`config.mk`:
```
export PLATFORM = sky130hd
export DESIGN_NAME = bcc_boost_converter_control
export DESIGN_NICKNAME = d
export VERILOG_FILES = /design/src/bcc_pkg.sv /design/src/bcc_boost_converter_control.sv /design/src/bcc_pwm.sv
export SDC_FILE = /design/constraint.sdc
export NUM_CORES = 1
export LEC_CHECK = 0
export BUFFER_PORTS_ARGS = -buffer_cell sky130_fd_sc_hd__buf_4
export CAP_MARGIN = 5
export CORE_MARGIN = 8
export CORE_UTILIZATION = 45
export CTS_CLUSTER_SIZE = 10
export DETAILED_ROUTE_END_ITERATION = 6
export GPL_TIMING_DRIVEN = 0
export PLACE_DENSITY = 0.66
export RECOVER_POWER = 50
export REMOVE_ABC_BUFFERS = 1
export SETUP_SLACK_MARGIN = 0.05
export SLEW_MARGIN = 5
export SYNTH_ARGS = -nofsm -noshare
export SYNTH_HDL_FRONTEND = slang
export SYNTH_SLANG_ARGS = --single-unit
```
`constraint.sdc`:
```
create_clock -name sys_clk -period 5.6 [get_ports sys_clk]
set_clock_uncertainty 0.15 [all_clocks]
set_input_delay 0.56 -clock sys_clk [delete_from_list [all_inputs] [get_ports sys_clk]]
set_output_delay 0.56 -clock sys_clk [all_outputs]
set_load 0.05 [all_outputs]
```
`src/bcc_pkg.sv`:
```
// constants for the boost converter control block
package bcc_pkg;
  localparam logic [6:0] ADDR_VOLT     = 7'h05;
  localparam logic [6:0] ADDR_CTRL     = 7'h06;
  localparam int         BIT_ACTLOAD   = 3;
  localparam int         BIT_ADAPT     = 2;
  localparam int         BIT_BOOST_EN  = 1;
  localparam int         BIT_ACTIVE    = 0;
  localparam logic [7:0] VOLT_RST      = 8'h14;
  localparam logic [7:0] CTRL_RST      = 8'h04;
  localparam logic [7:0] CODE_MIN      = 8'h05;
  localparam logic [7:0] CODE_MAX      = 8'h14;
  localparam int         CLK_HZ        = 50000000;
  localparam int         SW_HZ         = 1000000;
  localparam int         PERIOD_CYC    = CLK_HZ / SW_HZ;
  localparam int         MINPULSE_NS   = 50;
  localparam int         CLK_NS        = 20;
  localparam int         MINPULSE_CYC  = (MINPULSE_NS + CLK_NS - 1) / CLK_NS;
  localparam int         MAXDUTY_PCT   = 90;
  localparam int         MAXDUTY_CYC   = PERIOD_CYC * MAXDUTY_PCT / 100;
  localparam int         SOFT_MS       = 50;
  localparam int         SOFT_CYC      = SOFT_MS * (CLK_HZ / 1000);
  localparam int         ADJ_CYC       = 1000;
  // headroom window limits in millivolts
  localparam logic [11:0] WIN_LO_LOW   = 12'd850;
  localparam logic [11:0] WIN_HI_LOW   = 12'd1350;
  localparam logic [11:0] WIN_LO_HIGH  = 12'd1000;
  localparam logic [11:0] WIN_HI_HIGH  = 12'd1500;
  localparam logic [11:0] MV_MAX       = 12'hFFF;
  typedef enum logic [1:0] {
    ST_OFF  = 2'b00,
    ST_SOFT = 2'b01,
    ST_RUN  = 2'b11
  } bcc_state_t;
endpackage : bcc_pkg

```
`src/bcc_boost_converter_control.sv`:
```
// boost converter control: registers, soft start, adaptive loop
// Operation
// - bit 3 switches active load
// - bit 2 selects adaptive regulation
// - bit 1 runs converter
// - bit 0 sets device active
// - switching cycles at one megahertz
// - manual target equals code in volts
// - codes below five use five
// - codes above twenty use twenty
// - enable low puts converter standby
// - enable high: 50 ms low current
// - adaptive mode ignores voltage code
// - below 30 mA: 0.85-1.35 V window
// - above 30 mA: 1.0-1.5 V window
// - adaptive target kept 5 to 20 V
// - adaptive selected after reset
// - stand-alone always adaptive
// - active load on: minimum pulse every cycle
// - no active load: pulse may end after one clock
// - overcurrent turns switch off
// - duty cycle limited digitally
// - broken feedback stops switching
// - enabled LED outputs from three bits
`timescale 1ns/10ps
module bcc_boost_converter_control (
  input  wire logic        sys_clk,
  input  wire logic        rst,
  input  wire logic        regWrite,
  input  wire logic [6:0]  regAddr,
  input  wire logic [7:0]  regWdata,
  output logic      [7:0]  regRdata,
  input  wire logic        standAlone,
  input  wire logic [2:0]  ledEnable,
  input  wire logic [2:0]  ledHighCurrent,
  input  wire logic [11:0] driverMv0,
  input  wire logic [11:0] driverMv1,
  input  wire logic [11:0] driverMv2,
  input  wire logic        feedbackSenseBelow,
  input  wire logic        feedbackBroken,
  input  wire logic        overCurrent,
  output logic             powerSwitchGate,
  output logic             activeLoadOn,
  output logic      [4:0]  targetVolts,
  output logic             softStartActive,
  output logic             converterRunning,
  output logic             deviceActive
);
  typedef struct packed {
    logic [7:0]             volt;
    logic [7:0]             ctrl;
    logic                   enPrev;
    bcc_pkg::bcc_state_t    st;
    logic [21:0]            softCnt;
    logic [9:0]             adjCnt;
    logic [4:0]             adaptV;
    logic [7:0]             rdata;
  } bcc_st_t;
  bcc_st_t s_r;
  bcc_st_t s_nxt;

  logic [11:0] lowMv;
  logic [11:0] winLo;
  logic [11:0] winHi;
  logic [7:0]  codeUsed;
  logic        adaptive;
  logic        running;
  logic        gate;
  logic        cycStart;
  logic [11:0] mv [3];

  assign mv[0] = driverMv0;
  assign mv[1] = driverMv1;
  assign mv[2] = driverMv2;

  always_comb begin
    lowMv = bcc_pkg::MV_MAX;
    for (int i = 0; i < 3; i++) begin
      if (ledEnable[i] && mv[i] < lowMv)
        lowMv = mv[i];
    end
  end

  always_comb begin
    s_nxt = s_r;
    if (s_r.volt < bcc_pkg::CODE_MIN)
      codeUsed = bcc_pkg::CODE_MIN;
    else if (s_r.volt > bcc_pkg::CODE_MAX)
      codeUsed = bcc_pkg::CODE_MAX;
    else
      codeUsed = s_r.volt;
    adaptive = s_r.ctrl[bcc_pkg::BIT_ADAPT] || standAlone;
    if (|(ledHighCurrent & ledEnable)) begin
      winLo = bcc_pkg::WIN_LO_HIGH;
      winHi = bcc_pkg::WIN_HI_HIGH;
    end else begin
      winLo = bcc_pkg::WIN_LO_LOW;
      winHi = bcc_pkg::WIN_HI_LOW;
    end
    if (regWrite && regAddr == bcc_pkg::ADDR_VOLT)
      s_nxt.volt = regWdata;
    if (regWrite && regAddr == bcc_pkg::ADDR_CTRL)
      s_nxt.ctrl = {4'h0, regWdata[3:0]};
    case (regAddr)
      bcc_pkg::ADDR_VOLT: s_nxt.rdata = s_r.volt;
      bcc_pkg::ADDR_CTRL: s_nxt.rdata = s_r.ctrl;
      default:            s_nxt.rdata = 8'h00;
    endcase
    s_nxt.enPrev = s_r.ctrl[bcc_pkg::BIT_BOOST_EN];
    case (s_r.st)
      bcc_pkg::ST_OFF: begin
        if (s_r.ctrl[bcc_pkg::BIT_BOOST_EN] && !s_r.enPrev &&
            s_r.ctrl[bcc_pkg::BIT_ACTIVE]) begin
          s_nxt.st = bcc_pkg::ST_SOFT;
          s_nxt.softCnt = '0;
        end
      end
      bcc_pkg::ST_SOFT: begin
        if (s_r.softCnt == 22'(bcc_pkg::SOFT_CYC - 1))
          s_nxt.st = bcc_pkg::ST_RUN;
        else
          s_nxt.softCnt = s_r.softCnt + 22'h1;
      end
      bcc_pkg::ST_RUN: s_nxt.st = bcc_pkg::ST_RUN;
      default: s_nxt.st = bcc_pkg::ST_OFF;
    endcase
    // standby on enable low; device standby
    if (!s_nxt.ctrl[bcc_pkg::BIT_BOOST_EN] ||
        !s_nxt.ctrl[bcc_pkg::BIT_ACTIVE])
      s_nxt.st = bcc_pkg::ST_OFF;
    if (s_r.st == bcc_pkg::ST_OFF)
      s_nxt.softCnt = '0;
    // adaptive headroom step every ADJ_CYC cycles
    if (s_r.adjCnt == 10'(bcc_pkg::ADJ_CYC - 1)) begin
      s_nxt.adjCnt = '0;
      if (|ledEnable && lowMv < winLo &&
          s_r.adaptV < 5'(bcc_pkg::CODE_MAX))
        s_nxt.adaptV = s_r.adaptV + 5'h01;
      else if (|ledEnable && lowMv > winHi &&
               s_r.adaptV > 5'(bcc_pkg::CODE_MIN))
        s_nxt.adaptV = s_r.adaptV - 5'h01;
    end else begin
      s_nxt.adjCnt = s_r.adjCnt + 10'h001;
    end
    if (s_r.adaptV < 5'(bcc_pkg::CODE_MIN))
      s_nxt.adaptV = 5'(bcc_pkg::CODE_MIN);
  end

  always_ff @(posedge sys_clk or posedge rst) begin
    if (rst) begin
      s_r.volt    <= bcc_pkg::VOLT_RST;
      s_r.ctrl    <= bcc_pkg::CTRL_RST;
      s_r.enPrev  <= 1'b0;
      s_r.st      <= bcc_pkg::ST_OFF;
      s_r.softCnt <= '0;
      s_r.adjCnt  <= '0;
      s_r.adaptV  <= 5'(bcc_pkg::CODE_MIN);
      s_r.rdata   <= 8'h00;
    end else begin
      s_r <= s_nxt;
    end
  end

  assign running = s_r.st != bcc_pkg::ST_OFF;

  // manual target; code ignored when adaptive
  assign targetVolts = adaptive ? s_r.adaptV : codeUsed[4:0];

  bcc_pwm u_pwm (
    .sys_clk        (sys_clk),
    .rst            (rst),
    .run            (running),
    .minPulseEn     (s_r.ctrl[bcc_pkg::BIT_ACTLOAD]),
    .lowCurrent     (s_r.st == bcc_pkg::ST_SOFT),
    .demandOff      (!feedbackSenseBelow),
    .overCurrent    (overCurrent),
    .feedbackBroken (feedbackBroken),
    .switchGate     (gate),
    .cycleStart     (cycStart)
  );

  assign powerSwitchGate  = gate;
  assign activeLoadOn     = running && s_r.ctrl[bcc_pkg::BIT_ACTLOAD];
  assign softStartActive  = s_r.st == bcc_pkg::ST_SOFT;
  assign converterRunning = running;
  assign deviceActive     = s_r.ctrl[bcc_pkg::BIT_ACTIVE];
  assign regRdata         = s_r.rdata;
endmodule : bcc_boost_converter_control

```
`src/bcc_pwm.sv`:
```
// fixed-frequency switching cycle generator with pulse limits
`timescale 1ns/10ps
module bcc_pwm (
  input  wire logic       sys_clk,
  input  wire logic       rst,
  input  wire logic       run,
  input  wire logic       minPulseEn,
  input  wire logic       lowCurrent,
  input  wire logic       demandOff,
  input  wire logic       overCurrent,
  input  wire logic       feedbackBroken,
  output logic            switchGate,
  output logic            cycleStart
);
  typedef struct packed {
    logic [5:0] cnt;
    logic       gate;
    logic       start;
  } bcc_pwm_st_t;
  bcc_pwm_st_t s_r;
  bcc_pwm_st_t s_nxt;
  logic [5:0] limit;

  always_comb begin
    s_nxt = s_r;
    s_nxt.start = 1'b0;
    limit = lowCurrent ? 6'(bcc_pkg::MAXDUTY_CYC / 4)
                       : 6'(bcc_pkg::MAXDUTY_CYC);
    if (!run || feedbackBroken) begin
      s_nxt.cnt = 6'h00;
      s_nxt.gate = 1'b0;
    end else begin
      if (s_r.cnt == 6'(bcc_pkg::PERIOD_CYC - 1)) begin
        s_nxt.cnt = 6'h00;
        s_nxt.start = 1'b1;
        s_nxt.gate = 1'b1;
      end else begin
        s_nxt.cnt = s_r.cnt + 6'h01;
      end
      if (s_r.gate && demandOff &&
          (!minPulseEn || s_r.cnt >= 6'(bcc_pkg::MINPULSE_CYC - 1)))
        s_nxt.gate = 1'b0;
      if (s_r.gate && !minPulseEn && demandOff && s_nxt.start)
        s_nxt.gate = 1'b0;
      if (s_r.cnt >= limit && !s_nxt.start)
        s_nxt.gate = 1'b0;
      if (overCurrent)
        s_nxt.gate = 1'b0;
    end
  end

  always_ff @(posedge sys_clk or posedge rst) begin
    if (rst) begin
      s_r <= '0;
    end else begin
      s_r <= s_nxt;
    end
  end

  assign switchGate = s_r.gate;
  assign cycleStart = s_r.start;
endmodule : bcc_pwm

```
* Word level (Yosys, flattened, before mapping)
Cells that the tools add are included.
Storage, ports and cells: flip-flop bits (word level) 67, bits of input ports 64, output and inout bits 18
Operators by class: add/subtract/negate cells 5, $lt $le $gt $ge 12, eq/ne operators 10, mux-type cells 31, bitwise logic cells 1, reductions and logical operators 40
Operator list (number):
- $mux W22 | 3
- $lt A12 B12 Y1 | 3
- $mux W12 | 3
- $mux W5 | 7
- $mux W24 | 1
- $add A22 B1 Y22 const B | 1
- $eq A22 B22 Y1 const B | 1
- $logic_and A1 B1 Y1 | 18
- $mux W8 | 2
- $pmux W8 S2 | 1
- $eq A7 B3 Y1 const B | 2
- $gt A12 B12 Y1 | 1
- $lt A12 B12 Y1 const B | 1
- $mux W6 | 2
- $add A10 B1 Y10 const B | 1
- $eq A10 B10 Y1 const B | 1
- $mux W10 | 1
- $mux W2 | 5
- $gt A8 B5 Y1 const B | 1
- $lt A8 B3 Y1 const B | 1
- $logic_not A1 Y1 | 7
- $mux W7 | 1
- $add A6 B1 Y6 const B | 1
- $eq A6 B6 Y1 const B | 1
- other kinds (21) | 33

* Depth between registers and ports, before layout
Gate-level depths: netlist (run 1).
depth in word-level cells 16, mapped depth 34, depth with buffers taken out 29

* Cells and area by module
Synthesis (run 1) repeated with hierarchy kept, for this count alone.
Unflattened totals: cell total of the unflattened synthesis 539, area, all modules 4870.9 µm²
By module, submodules not included:
- bcc_boost_converter_control | instances 1, cells each 492, area each 4408.0 µm², sequential area each 1507.7 µm²
- bcc_pwm | instances 1, cells each 47, area each 462.9 µm², sequential area each 200.2 µm²

* Least setup slack after synthesis (run 1)
Ideal clock, no wire load.
kind in2reg, from input ledEnable[0], to register s_r[12] (netlist bit), library setup time 77 ps, data arrival time 6782 ps, path slack -1409 ps, stages 32, buffers on the path 5, path through clkbuf_1 -> nor2b_1 -> ha_1 -> and4_1 -> a221o_1 -> or2_0 -> buf_2 -> clkbuf_1 -> clkbuf_1 -> nand2_1 -> o21ai_0 -> ha_1 -> nand4_1 -> or2_2 -> nor2b_1 -> nor4b_2 -> a311oi_4 -> clkbuf_1 -> nand2_1 -> o21ai_0 -> ha_1 -> nand2_1 -> o21bai_1 -> a21oi_1 -> a22o_1 -> and2_1 -> fa_1 -> a21o_1 -> a21o_1 -> a211oi_1 -> o211ai_1 -> a21oi_1
Between the ends: cells in the longest elaborated chain, start to end 14, elaborated cells on any way between the ends 24
Ends and longest elaborated chain:
- from (decl) | line bcc_boost_converter_control.sv:34 | input wire logic [2:0] ledEnable,
- $logic_and A1 B1 Y1 | line bcc_boost_converter_control.sv:79 | if (ledEnable[i] && mv[i] < lowMv)
- $mux W12 | line bcc_boost_converter_control.sv:79
- $lt A12 B12 Y1 | line bcc_boost_converter_control.sv:79
- $logic_and A1 B1 Y1 | line bcc_boost_converter_control.sv:79
- $mux W12 | line bcc_boost_converter_control.sv:79
- $lt A12 B12 Y1 | line bcc_boost_converter_control.sv:79
- $logic_and A1 B1 Y1 | line bcc_boost_converter_control.sv:79
- $mux W12 | line bcc_boost_converter_control.sv:79
- $lt A12 B12 Y1 | line bcc_boost_converter_control.sv:136 | if (|ledEnable && lowMv < winLo &&
- $logic_and A1 B1 Y1 (2 in a row) | line bcc_boost_converter_control.sv:136
- $mux W5 | line bcc_boost_converter_control.sv:136
- $mux W5 | line bcc_boost_converter_control.sv:134 | if (s_r.adjCnt == 10'(bcc_pkg::ADJ_CYC - 1)) begin
- $mux W5 | line bcc_boost_converter_control.sv:145 | if (s_r.adaptV < 5'(bcc_pkg::CODE_MIN))
- to (signal assigned) | line bcc_boost_converter_control.sv:160 | s_r <= s_nxt;
- to (decl) | line bcc_boost_converter_control.sv:59 | bcc_st_t s_r;
Parallel ways exist; a longest one is shown, timed or not. The select of a mux whose other input is x is not followed. A chain may end at the register's enable or synchronous reset.

* Final worst setup path (run 1)
from input driverMv0[2], to register s_r[12] (netlist bit)
Between the ends: cells in the longest elaborated chain, start to end 15, elaborated cells on any way between the ends 20
Ends and longest elaborated chain:
- from (decl) | line bcc_boost_converter_control.sv:36 | input wire logic [11:0] driverMv0,
- $lt A12 B12 Y1 | line bcc_boost_converter_control.sv:79
- $logic_and A1 B1 Y1 | line bcc_boost_converter_control.sv:79
- $mux W12 (*) | line bcc_boost_converter_control.sv:79
- $lt A12 B12 Y1 | line bcc_boost_converter_control.sv:79
- $logic_and A1 B1 Y1 | line bcc_boost_converter_control.sv:79
- $mux W12 (*) | line bcc_boost_converter_control.sv:79
- $lt A12 B12 Y1 | line bcc_boost_converter_control.sv:79
- $logic_and A1 B1 Y1 | line bcc_boost_converter_control.sv:79
- $mux W12 (*) | line bcc_boost_converter_control.sv:79
- $lt A12 B12 Y1 | line bcc_boost_converter_control.sv:136
- $logic_and A1 B1 Y1 (2 in a row) | line bcc_boost_converter_control.sv:136
- $mux W5 | line bcc_boost_converter_control.sv:136
- $mux W5 | line bcc_boost_converter_control.sv:134
- $mux W5 | line bcc_boost_converter_control.sv:145
Mark *: on every way between the ends. The rest lies on a longest branch, timed or not. The select of a mux whose other input is x is not followed.

==> reports/metrics.csv, run 1 <==
stage,metric,value,unit
sta,worstMarginPinSlew,2.86,ns
floorplan,core_area,0.0103,sq mm
place,numPortBuffers,81,
finish,fin_cells,803,
yosys,number_of_enable_type_register_cells_in_the_synthesized_netlist,0,
power,switchingPower,402,uW
yosys,synthFlopType,dfrtp_1,
clock_network,clk-insertion-delay-late,0.33,ns
setup_path,slowest_stage,ha_1,
floorplan,dieHeight,119,um
global_routing,grt_max_degree,68,
finish,num_antenna_cells,0,
finish,fillerInstances,799,
outcome,status,finished with violations,
power,power.static_leakage,3.00,nW
routing,drt-vias-per-instance,5.76,
yosys,avgSynthCellArea,9.18,sq um
sta,finalSetupTns,-1.16,ns
finish,drive_above_1_share,39.1,%
setup_path,cp_slowest_stage_delay,0.34,ns
global_routing,grt_antenna_before_repair,0,
setup_path,worst_r2r_startpoint,s_r[46]$_DFFE_PP0P_,
floorplan,die_area,0.0142,sq mm
clock_network,tritoncts,built,
routing,drc,0,
yosys,flip_flop_and_latch_count_after_synthesis,67,
power,comb_power_share,30.5,%
worst_hold_path,timing.hold.worst.class,flop to flop,
clock_network,h_tree_depth,3,
floorplan,die-width,119,um
power,fin_total_pwr,1.30,mW
finish,design.final.nets,766,
place,globalplace.congestion,0.901,
power,maximum_vdd_drop,0.000114,V
sta,fmax,166,MHz
global_routing,grt_first_pass_wirelength,22700,um
worst_hold_path,timing.hold.worst_path_depth,0,
power,internal_power,898,uW
floorplan,ports_placed_on_the_boundary,82,
worst_hold_path,worstHoldEndpoint,s_r[47]$_DFF_PP0_,
sta,setup_repair_after_global_routing_missed_its_margin,yes,
yosys,ys_seq_area_share,35.2,%
sta,hold_violations,0,
setup_path,timing_worst_setup_path_type,input port to flop,
power,sw_frac_of_total,31.0,%
finish,multi_input_comb_area,0.00342,sq mm
routing,first_pass_iters,4,
setup_path,worst_r2r_endpoint,s_r[43]$_DFFE_PP0P_,
place,hpwlAfterDp,8950,um
sta,part_of_the_cycle_the_worst_path_needs,108,%
routing,initialDrtViolationCount,325,
global_routing,grt_pass1_vias,4794,
place,dpl.cell_count,721,
sta,relative_max_transition_margin,-91.7,%
routing,routed_wl,14100,um
sta,final_period_minus_worst_setup_slack,6.04,ns
finish,storage_element_area,0.00168,sq mm
clock_network,numClockSinks,67,
setup_path,reg2reg_depth,7,
routing,wire_per_inst,17.6,um
clock_network,clock_path_buffers,2,
floorplan,initial_core_util,46.3,%
setup_path,crit_path_max_fanout,6,
power,seqPwrFrac,39.2,%
floorplan,rows,37,
setup_path,cp-start-kind,input port,
routing,vias,4628,
sta,worst_slack,-0.437,ns
clock_network,cts.reportedPaths.clkPinSlew,0.08,ns
setup_path,timing.critical_path.arrival,6.10,ns
worst_hold_path,worst_hold_startpoint,s_nxt[47]$_DFF_PP0_,
yosys,synthArstFlopShare,100,%
global_routing,grtUsageTotal,19.1,%
clock_network,cts_hold_fix_bufs,0,
yosys,ys.warnings.count,0,
setup_path,worst_setup_path_end_kind,flop,
global_routing,grt-ovfl-total,0,
power,cellPowerDensity,194,mW/mm^2
sta,setup-violations-final,5,
yosys,synthCells,520,
setup_path,timing.critical_path.required,5.66,ns
routing,drtAntennaViolNets,0,
power,clock_power_share,30.3,%
outcome,failed_checks,"max-capacitance violations, max-slew violations, negative setup slack",
yosys,mappedNetlistArea,0.00478,sq mm
clock_network,cts-root-buf,clkbuf_8,
yosys,ys_types,73,
finish,areaGrowthSynthToFinish,40.0,%
sta,finalMaxSlewViolations,68,
run,maxCapViolCount,1,
setup_path,timing.reg2reg.setup_slack,2.57,ns
clock_network,tritoncts.num_buffers,9,
synth_stat cells (all sizes together), types with 5 or more instances:
master / number / share of area (%)
dfrtp: 62 / 32
nor2: 53 / 4.3
nand2: 49 / 3.9
ha: 39 / 10
o21ai: 35 / 3.7
xor2: 21 / 3.9
a21oi: 20 / 2.1
nand3: 19 / 2.0
inv: 17 / 1.3
mux2: 13 / 3.1
nand4: 13 / 1.7
nor2b: 13 / 1.8
nand2b: 11 / 1.4
xnor2: 11 / 2.0
and2: 10 / 1.3
a22o: 9 / 1.7
buf: 9 / 1.4
a21o: 8 / 1.3
mux2i: 8 / 1.7
clkbuf: 7 / 0.55
nor4: 7 / 0.92
a211oi: 6 / 1.0
and3: 6 / 0.79
nor3: 6 / 0.63
dfstp: 5 / 2.8
final cells by class:
type / count / area share, %
Inverter: 17 / 1.05
Multi-Input combinational cell: 422 / 51.2
Tap cell: 136 / 2.55
Clock buffer: 10 / 1.91
Timing Repair Buffer: 145 / 17.1
Clock inverter: 6 / 0.973
Sequential cell: 67 / 25.2
metal layers:
metal / global-route usage (%) / up-vias / wire length (um)
li1: - / 2176 / -
met1: 22.5 / 2268 / 5940
met2: 33.4 / 145 / 7120
met3: 3.92 / 39 / 661
met4: 7.59 / 0 / 375
met5: 0 / - / 0
critical path: cells and delay by family:
| kind | cells | cell delay, ns |
|---|---|---|
| and+or+nand+nor | 12 | 1.86 |
| AOI/OAI and AO/OA | 12 | 1.68 |
| adders and majority gates | 4 | 1.17 |
| buffers and inverters | 6 | 0.82 |
cell usage in the layout (no fill, tap or decap), types with 4 or more instances in the layout:
cell type    n
mux2_2      12
o21ai_1      8
nor2b_4      6
nand4_1     13
and3_1       4
nand2b_1     8
a21o_1       8
nor2b_1      6
a22o_1       9
or2_4        4
o21ai_0     15
buf_4      130
clkbuf_1     4
clkbuf_8     9
xnor2_1     11
ha_4        14
inv_1       13
nor3_1       5
ha_1        23
a21oi_1     17
o21ai_2     10
nand2_1     43
nor2_1      51
and2_1       9
nand2_2      4
nand3_1     19
nor4_1       7
dfrtp_1     62
buf_6        9
dfstp_2      5
mux2i_1      8
xor2_1      21
flip-flops by register name, indices dropped and copies added (netlist names):
| register | cells |
|---|---|
| deviceActive | 1 |
| u_pwm.s_r | 6 |
| regRdata | 8 |
| s_nxt | 1 |
| s_r | 50 |
| u_pwm.switchGate | 1 |
through the flow:
stage               hold slack (ns)  area (sq um)  utilization, %  worst slack (ns)
floorplan                     0.232          4680               -             -1.32
global placement              0.259          5460            52.9             -2.80
detailed placement            0.267          5470            53.0             -2.89
CTS                           0.268          6460            62.5            -0.257
global route                  0.290          6680            64.7            -0.585
finish                        0.289          6680            64.7            -0.437
repair_timing:
item / CTS / global route
resized for setup: 92 / 30
buffers inserted: 51 / 11
gates cloned: 4 / 0
pin swaps: 39 / 24
setup endpoints to repair: 5 / 5
cells by family after synthesis:
kind of cell,after synthesis,synth area share (%)
flip-flops,67,35.2
XOR/XNOR,32,5.87
adder cells (fa/ha/maj),41,10.8
AO/OA/AOI/OAI,109,16.1
multiplexers,21,4.82
buffers and inverters,33,3.25
AND/OR/NAND/NOR,217,23.9
worst max path at each step:
stage | endpoint | cells past startpoint | from
4_1_cts | s_r[12]$_DFFE_PP0P_ | 31 | driverMv0[11]
5_1_grt | s_r[12]$_DFFE_PP0P_ | 32 | driverMv0[2]
3_3_place_gp | s_r[12]$_DFFE_PP0P_ | 27 | ledEnable[0]
3_5_place_dp | s_r[12]$_DFFE_PP0P_ | 27 | ledEnable[0]
2_1_floorplan | s_r[12]$_DFFE_PP0P_ | 27 | ledEnable[0]
6_report | s_r[12]$_DFFE_PP0P_ | 34 | driverMv0[2]
power by group through the flow:
stage               logic [mW]  registers (mW)  clock network [mW]
global route             0.427           0.511               0.431
global placement         0.250           0.517                   0
detailed placement       0.255           0.517                   0
finish                   0.397           0.509               0.394
floorplan                0.167           0.515                   0
CTS                      0.342           0.508               0.404
No activity file was read; power rests on OpenSTA's default activity.
==> run 2, diff against run 1 <==
--- a/config.mk
+++ b/config.mk
@@ -7,12 +7,14 @@
 export LEC_CHECK = 0
 export BUFFER_PORTS_ARGS = -buffer_cell sky130_fd_sc_hd__buf_4
 export CAP_MARGIN = 5
+export CELL_PAD_IN_SITES_DETAIL_PLACEMENT = 0
+export CELL_PAD_IN_SITES_GLOBAL_PLACEMENT = 2
 export CORE_MARGIN = 8
-export CORE_UTILIZATION = 45
+export CORE_UTILIZATION = 38
 export CTS_CLUSTER_SIZE = 10
 export DETAILED_ROUTE_END_ITERATION = 6
 export GPL_TIMING_DRIVEN = 0
-export PLACE_DENSITY = 0.66
+export PLACE_DENSITY_LB_ADDON = 0.1
 export RECOVER_POWER = 50
 export REMOVE_ABC_BUFFERS = 1
 export SETUP_SLACK_MARGIN = 0.05
==> reports/metrics.csv, run 2 (synthesized netlist as in run 1, its figures left out) <==
stage,metric,value,unit
setup_path,crit_path_max_fanout,7,
floorplan,rows,41,
setup_path,reg2reg_depth,12,
floorplan,initial_core_util,38.3,%
place,hpwlAfterDp,9350,um
sta,final_period_minus_worst_setup_slack,5.92,ns
clock_network,tritoncts.num_buffers,9,
global_routing,grt_first_pass_wirelength,22500,um
routing,wire_per_inst,16.1,um
power,cellPowerDensity,231,mW/mm^2
finish,multi_input_comb_area,0.00350,sq mm
floorplan,die_area,0.0164,sq mm
setup_path,timing_worst_setup_path_type,input port to flop,
routing,drt-vias-per-instance,5.24,
finish,drive_above_1_share,38.5,%
routing,routed_wl,13300,um
power,maximum_vdd_drop,0.000155,V
clock_network,cts-root-buf,clkbuf_16,
routing,initialDrtViolationCount,215,
setup_path,cpLargestDelayFamily,simple AND/OR/NAND/NOR gates,
global_routing,grt-ovfl-total,0,
finish,storage_element_area,0.00168,sq mm
setup_path,path_buf_inv,3,
finish,areaGrowthSynthToFinish,42.9,%
clock_network,cts.reportedPaths.clkPinSlew,0.06,ns
sta,fmax,169,MHz
setup_path,setup.worst_path.start,ledEnable[0],
setup_path,crit_end,s_r[12]$_DFFE_PP0P_,
clock_network,h_tree_depth,3,
sta,worst_slack,-0.321,ns
routing,first_pass_iters,4,
routing,vias,4308,
finish,layout_commonest_cell,buf_4,
finish,fillerInstances,1164,
sta,setup-violations-final,1,
finish,mostFrequentLayoutCells,"112 x buf_4, 62 x dfrtp_1, 50 x nor2_1, 39 x nand2_1, 24 x ha_1",
floorplan,core_area,0.0125,sq mm
setup_path,cp.depth,30,
worst_hold_path,timing.hold.worst.class,flop to flop,
setup_path,worst_r2r_startpoint,s_r[10]$_DFFE_PP1P_,
sta,hold_violations,0,
setup_path,worst_setup_path_end_kind,flop,
setup_path,cp_slowest_stage_delay,0.40,ns
outcome,status,finished with violations,
worst_hold_path,worst_hold_startpoint,s_nxt[47]$_DFF_PP0_,
global_routing,grt_pass1_vias,4594,
floorplan,dieHeight,128,um
setup_path,worst_r2r_endpoint,s_r[12]$_DFFE_PP0P_,
clock_network,clk-insertion-delay-late,0.33,ns
global_routing,grtUsageTotal,17.0,%
setup_path,cp-start-kind,input port,
setup_path,worst_path_most_repeated_cell,a21o_1,
finish,num_antenna_cells,0,
sta,relative_max_transition_margin,-93.7,%
outcome,failed_checks,"max-capacitance violations, max-slew violations, negative setup slack",
finish,share_of_the_core_filled_with_cells_in_the_final_layout,54.7,%
finish,largest_reg_flops,50,
run,maxCapViolCount,1,
floorplan,ports_placed_on_the_boundary,82,
clock_network,clock_path_buffers,2,
setup_path,timing.critical_path.required,5.67,ns
setup_path,timing.reg2reg.setup_slack,2.49,ns
sta,part_of_the_cycle_the_worst_path_needs,106,%
clock_network,tritoncts,built,
sta,finalMaxSlewViolations,68,
place,globalplace.congestion,0.788,
finish,design.final.nets,749,
global_routing,grt_max_degree,68,
finish,registers.top_by_ff_count,s_r,
power,power.static_leakage,2.99,nW
power,fin_total_pwr,1.58,mW
floorplan,die-width,128,um
routing,drtAntennaViolNets,0,
setup_path,timing.critical_path.arrival,5.99,ns
setup_path,slowest_stage,a221o_2,
place,place_ws,-2.95,ns
worst_hold_path,timing.hold.worst_path_depth,0,
sta,setup_repair_after_global_routing_missed_its_margin,yes,
routing,drc,0,
place,numPortBuffers,81,
clock_network,cts_hold_fix_bufs,0,
global_routing,grt_antenna_before_repair,0,
sta,worstMarginPinSlew,2.89,ns
clock_network,numClockSinks,67,
[run 2: what timing repair did]
| action | in CTS | in global routing |
|---|---|---|
| buffers inserted | 37 | 6 |
| pin swaps | 44 | 46 |
| gates resized for setup | 97 | 33 |
| endpoints found under the setup margin | 5 | 5 |
| cloned | 5 | 0 |
[run 2: layout make-up]
cell class,instances,share of cell area [%]
repair buffers,126,14.6
inverters,17,0.990
well taps,172,3.15
flip-flops and latches,67,24.7
clock inverters,7,2.04
multi-input cells,424,51.2
clock buffers,9,3.30
[run 2: power breakdown]
part / total [mW] / internal [mW] / switching (mW) / leakage, nW
clock network: 0.689 / 0.480 / 0.209 / 0.180
logic: 0.380 / 0.183 / 0.197 / 1.92
registers: 0.511 / 0.497 / 0.0140 / 0.892
[run 2: through the flow]
| step | area (sq um) | std cells | hold slack [ns] | TNS, ns |
|---|---|---|---|---|
| after floorplan | 4680 | 504 | 0.232 | -4.77 |
| after global placement | 5510 | 757 | 0.258 | -12.66 |
| after detailed placement | 5520 | 758 | 0.265 | -12.86 |
| after CTS | 6620 | 816 | 0.274 | -0.351 |
| after global routing | 6820 | 822 | 0.285 | -1.06 |
| final | 6820 | 822 | 0.282 | -0.321 |
[run 2: worst min-delay path by stage]
stage / endpoint / slack, ns
2_1_floorplan: s_r[47]$_DFF_PP0_ / 0.23
3_3_place_gp: s_r[47]$_DFF_PP0_ / 0.26
3_5_place_dp: s_r[47]$_DFF_PP0_ / 0.26
4_1_cts: s_r[47]$_DFF_PP0_ / 0.27
5_1_grt: s_r[47]$_DFF_PP0_ / 0.28
6_report: s_r[47]$_DFF_PP0_ / 0.28
[run 2: metal layers]
metal | wire, um | vias to the layer above | part of all wire, % | track usage (%)
li1 | - | 2147 | - | -
met5 | 0 | - | 0 | 0
met1 | 6030 | 2097 | 45 | 21.1
met2 | 6670 | 53 | 50 | 29.2
met3 | 475 | 11 | 3.6 | 3.83
met4 | 101 | 0 | 0.76 | 3.78
==> run 3, diff against run 2 <==
--- a/config.mk
+++ b/config.mk
@@ -17,7 +17,6 @@
 export PLACE_DENSITY_LB_ADDON = 0.1
 export RECOVER_POWER = 50
 export REMOVE_ABC_BUFFERS = 1
-export SETUP_SLACK_MARGIN = 0.05
 export SLEW_MARGIN = 5
 export SYNTH_ARGS = -nofsm -noshare
 export SYNTH_HDL_FRONTEND = slang
==> reports/metrics.csv, run 3 (synthesized netlist as in run 1, its figures left out) <==
stage,metric,value,unit
outcome,status,finished with violations,
outcome,failed_checks,"max-capacitance violations, max-slew violations, negative setup slack",
setup_path,timing.critical_path.arrival,6.01,ns
setup_path,cp-start-kind,input port,
power,maximum_vdd_drop,0.000159,V
global_routing,grtUsageTotal,16.9,%
power,seqPwrFrac,32.1,%
setup_path,timing_worst_setup_path_type,input port to flop,
clock_network,cts.reportedPaths.clkPinSlew,0.06,ns
run,maxCapViolCount,1,
power,fin_total_pwr,1.59,mW
sta,fmax,168,MHz
global_routing,grt_antenna_before_repair,0,
power,clock_power_share,43.4,%
finish,layout_commonest_cell,buf_4,
setup_path,worst_path_most_repeated_cell,a21o_1,
floorplan,ports_placed_on_the_boundary,82,
sta,finalMaxSlewViolations,68,
finish,num_antenna_cells,0,
finish,registers.top_by_ff_count,s_r,
floorplan,die_area,0.0164,sq mm
finish,areaGrowthSynthToFinish,43.8,%
floorplan,die-width,128,um
clock_network,h_tree_depth,3,
sta,final_period_minus_worst_setup_slack,5.95,ns
floorplan,dieHeight,128,um
routing,wirelength_met1,6000,um
global_routing,grt-ovfl-total,0,
finish,design.final.nets,755,
sta,hold-worst-slack,0.282,ns
power,cellPowerDensity,231,mW/mm^2
setup_path,timing.critical_path.required,5.66,ns
routing,wl_met3,513,um
power,switchingPower,421,uW
finish,largest_reg_flops,50,
clock_network,tritoncts.num_buffers,9,
place,place_ws,-2.95,ns
sta,part_of_the_cycle_the_worst_path_needs,106,%
global_routing,grt_max_degree,68,
routing,met2WireLength,6680,um
place,dpl.cell_count,758,
routing,first_pass_iters,4,
setup_path,slowest_stage,a221o_2,
clock_network,numClockSinks,67,
routing,routed_wl,13300,um
clock_network,clock_path_buffers,2,
finish,fin_cells,828,
place,hpwlAfterDp,9350,um
routing,drc,0,
clock_network,clk-insertion-delay-late,0.33,ns
routing,vias,4314,
worst_hold_path,timing.hold.worst.class,flop to flop,
place,globalplace.congestion,0.788,
power,sw_frac_of_total,26.6,%
routing,dr.max_layer_used,met4,
power,comb_power_share,24.4,%
floorplan,rows,41,
routing,initialDrtViolationCount,208,
power,internal_power,1.16,mW
setup_path,crit_path_max_fanout,6,
sta,worstMarginPinSlew,2.89,ns
sta,setup-violations-final,2,
routing,drt-vias-per-instance,5.21,
global_routing,grt_pass1_vias,4567,
routing,drtAntennaViolNets,0,
floorplan,initial_core_util,38.3,%
place,numPortBuffers,81,
sta,relative_max_transition_margin,-93.7,%
routing,wire_per_inst,16.0,um
setup_path,worst_setup_path_end_kind,flop,
finish,mostFrequentLayoutCells,"118 x buf_4, 62 x dfrtp_1, 50 x nor2_1, 37 x nand2_1, 25 x ha_1",
clock_network,tritoncts,built,
sta,worst_slack,-0.348,ns
sta,setup_repair_after_global_routing_missed_its_margin,yes,
global_routing,grt_first_pass_wirelength,22400,um
power,power.static_leakage,3.02,nW
clock_network,cts-root-buf,clkbuf_16,
clock_network,cts_hold_fix_bufs,0,
setup_path,cp_slowest_stage_delay,0.43,ns
sta,hold_violations,0,
floorplan,core_area,0.0125,sq mm
finish,drive_above_1_share,39.2,%
finish,share_of_the_core_filled_with_cells_in_the_final_layout,55.1,%
==> run 3: metrics by stage <==
stage,instance area [sq um],setup TNS [ns]
after detailed placement,5520,-12.86
after floorplan,4680,-4.77
final,6870,-0.639
after global placement,5510,-12.66
after CTS,6640,-0.601
after global routing,6870,-1.41
==> run 3: power groups by stage <==
stage	combinational [mW]	sequential [mW]	clock (mW)
after global placement	0.255	0.517	0
after detailed placement	0.258	0.518	0
final	0.387	0.510	0.689
after global routing	0.422	0.512	0.732
after floorplan	0.167	0.515	0
after CTS	0.354	0.509	0.707
==> run 3: what timing repair did <==
action / 4_1_cts / 5_1_grt
gates resized for setup: 100 / 34
setup endpoints to repair: 5 / 5
cloned: 5 / 0
setup buffers: 39 / 13
pin swaps: 36 / 32
==> run 3: worst paths after layout <==
kind | start | endpoint | slack (ns) | cells after the start
max | ledEnable[0] | s_r[12]$_DFFE_PP0P_ | -0.35 | 27
min | s_nxt[47]$_DFF_PP0_ | s_r[47]$_DFF_PP0_ | 0.28 | 0
max reg2reg | s_r[10]$_DFFE_PP1P_ | s_r[12]$_DFFE_PP0P_ | 2.59 | 11
min reg2reg | s_nxt[47]$_DFF_PP0_ | s_r[47]$_DFF_PP0_ | 0.28 | 0
max in group asynchronous | rst | s_r[42]$_DFFE_PP0P_ | 3.09 | 2
min in group asynchronous | rst | regRdata[7]$_DFF_PP0_ | 0.90 | 2
==> run 3: per-layer routing <==
layer	vias to the layer above	global-route usage, %
li1	2156	-
met1	2087	21.0
met2	62	29.2
met3	9	3.79
met4	0	3.57
met5	-	0
==> run 3: cell type report <==
| class | count | area (sq um) |
|---|---|---|
| clock buffer | 9 | 225 |
| tap | 172 | 215 |
| clock inverter | 7 | 139 |
| fill | 1158 | 5600 |
| sequential | 67 | 1680 |
| timing repair buffer | 132 | 1050 |
| multi-input combinational | 424 | 3490 |
| inverter | 17 | 67.6 |
==> run 3: worst max-delay path, delay by kind of cell <==
family | cells | cell delay (ns)
AND/OR/NAND/NOR | 5 | 0.87
adder cells (fa/ha/maj) | 4 | 0.99
AO/OA/AOI/OAI | 15 | 3.00
buffers and inverters | 3 | 0.55
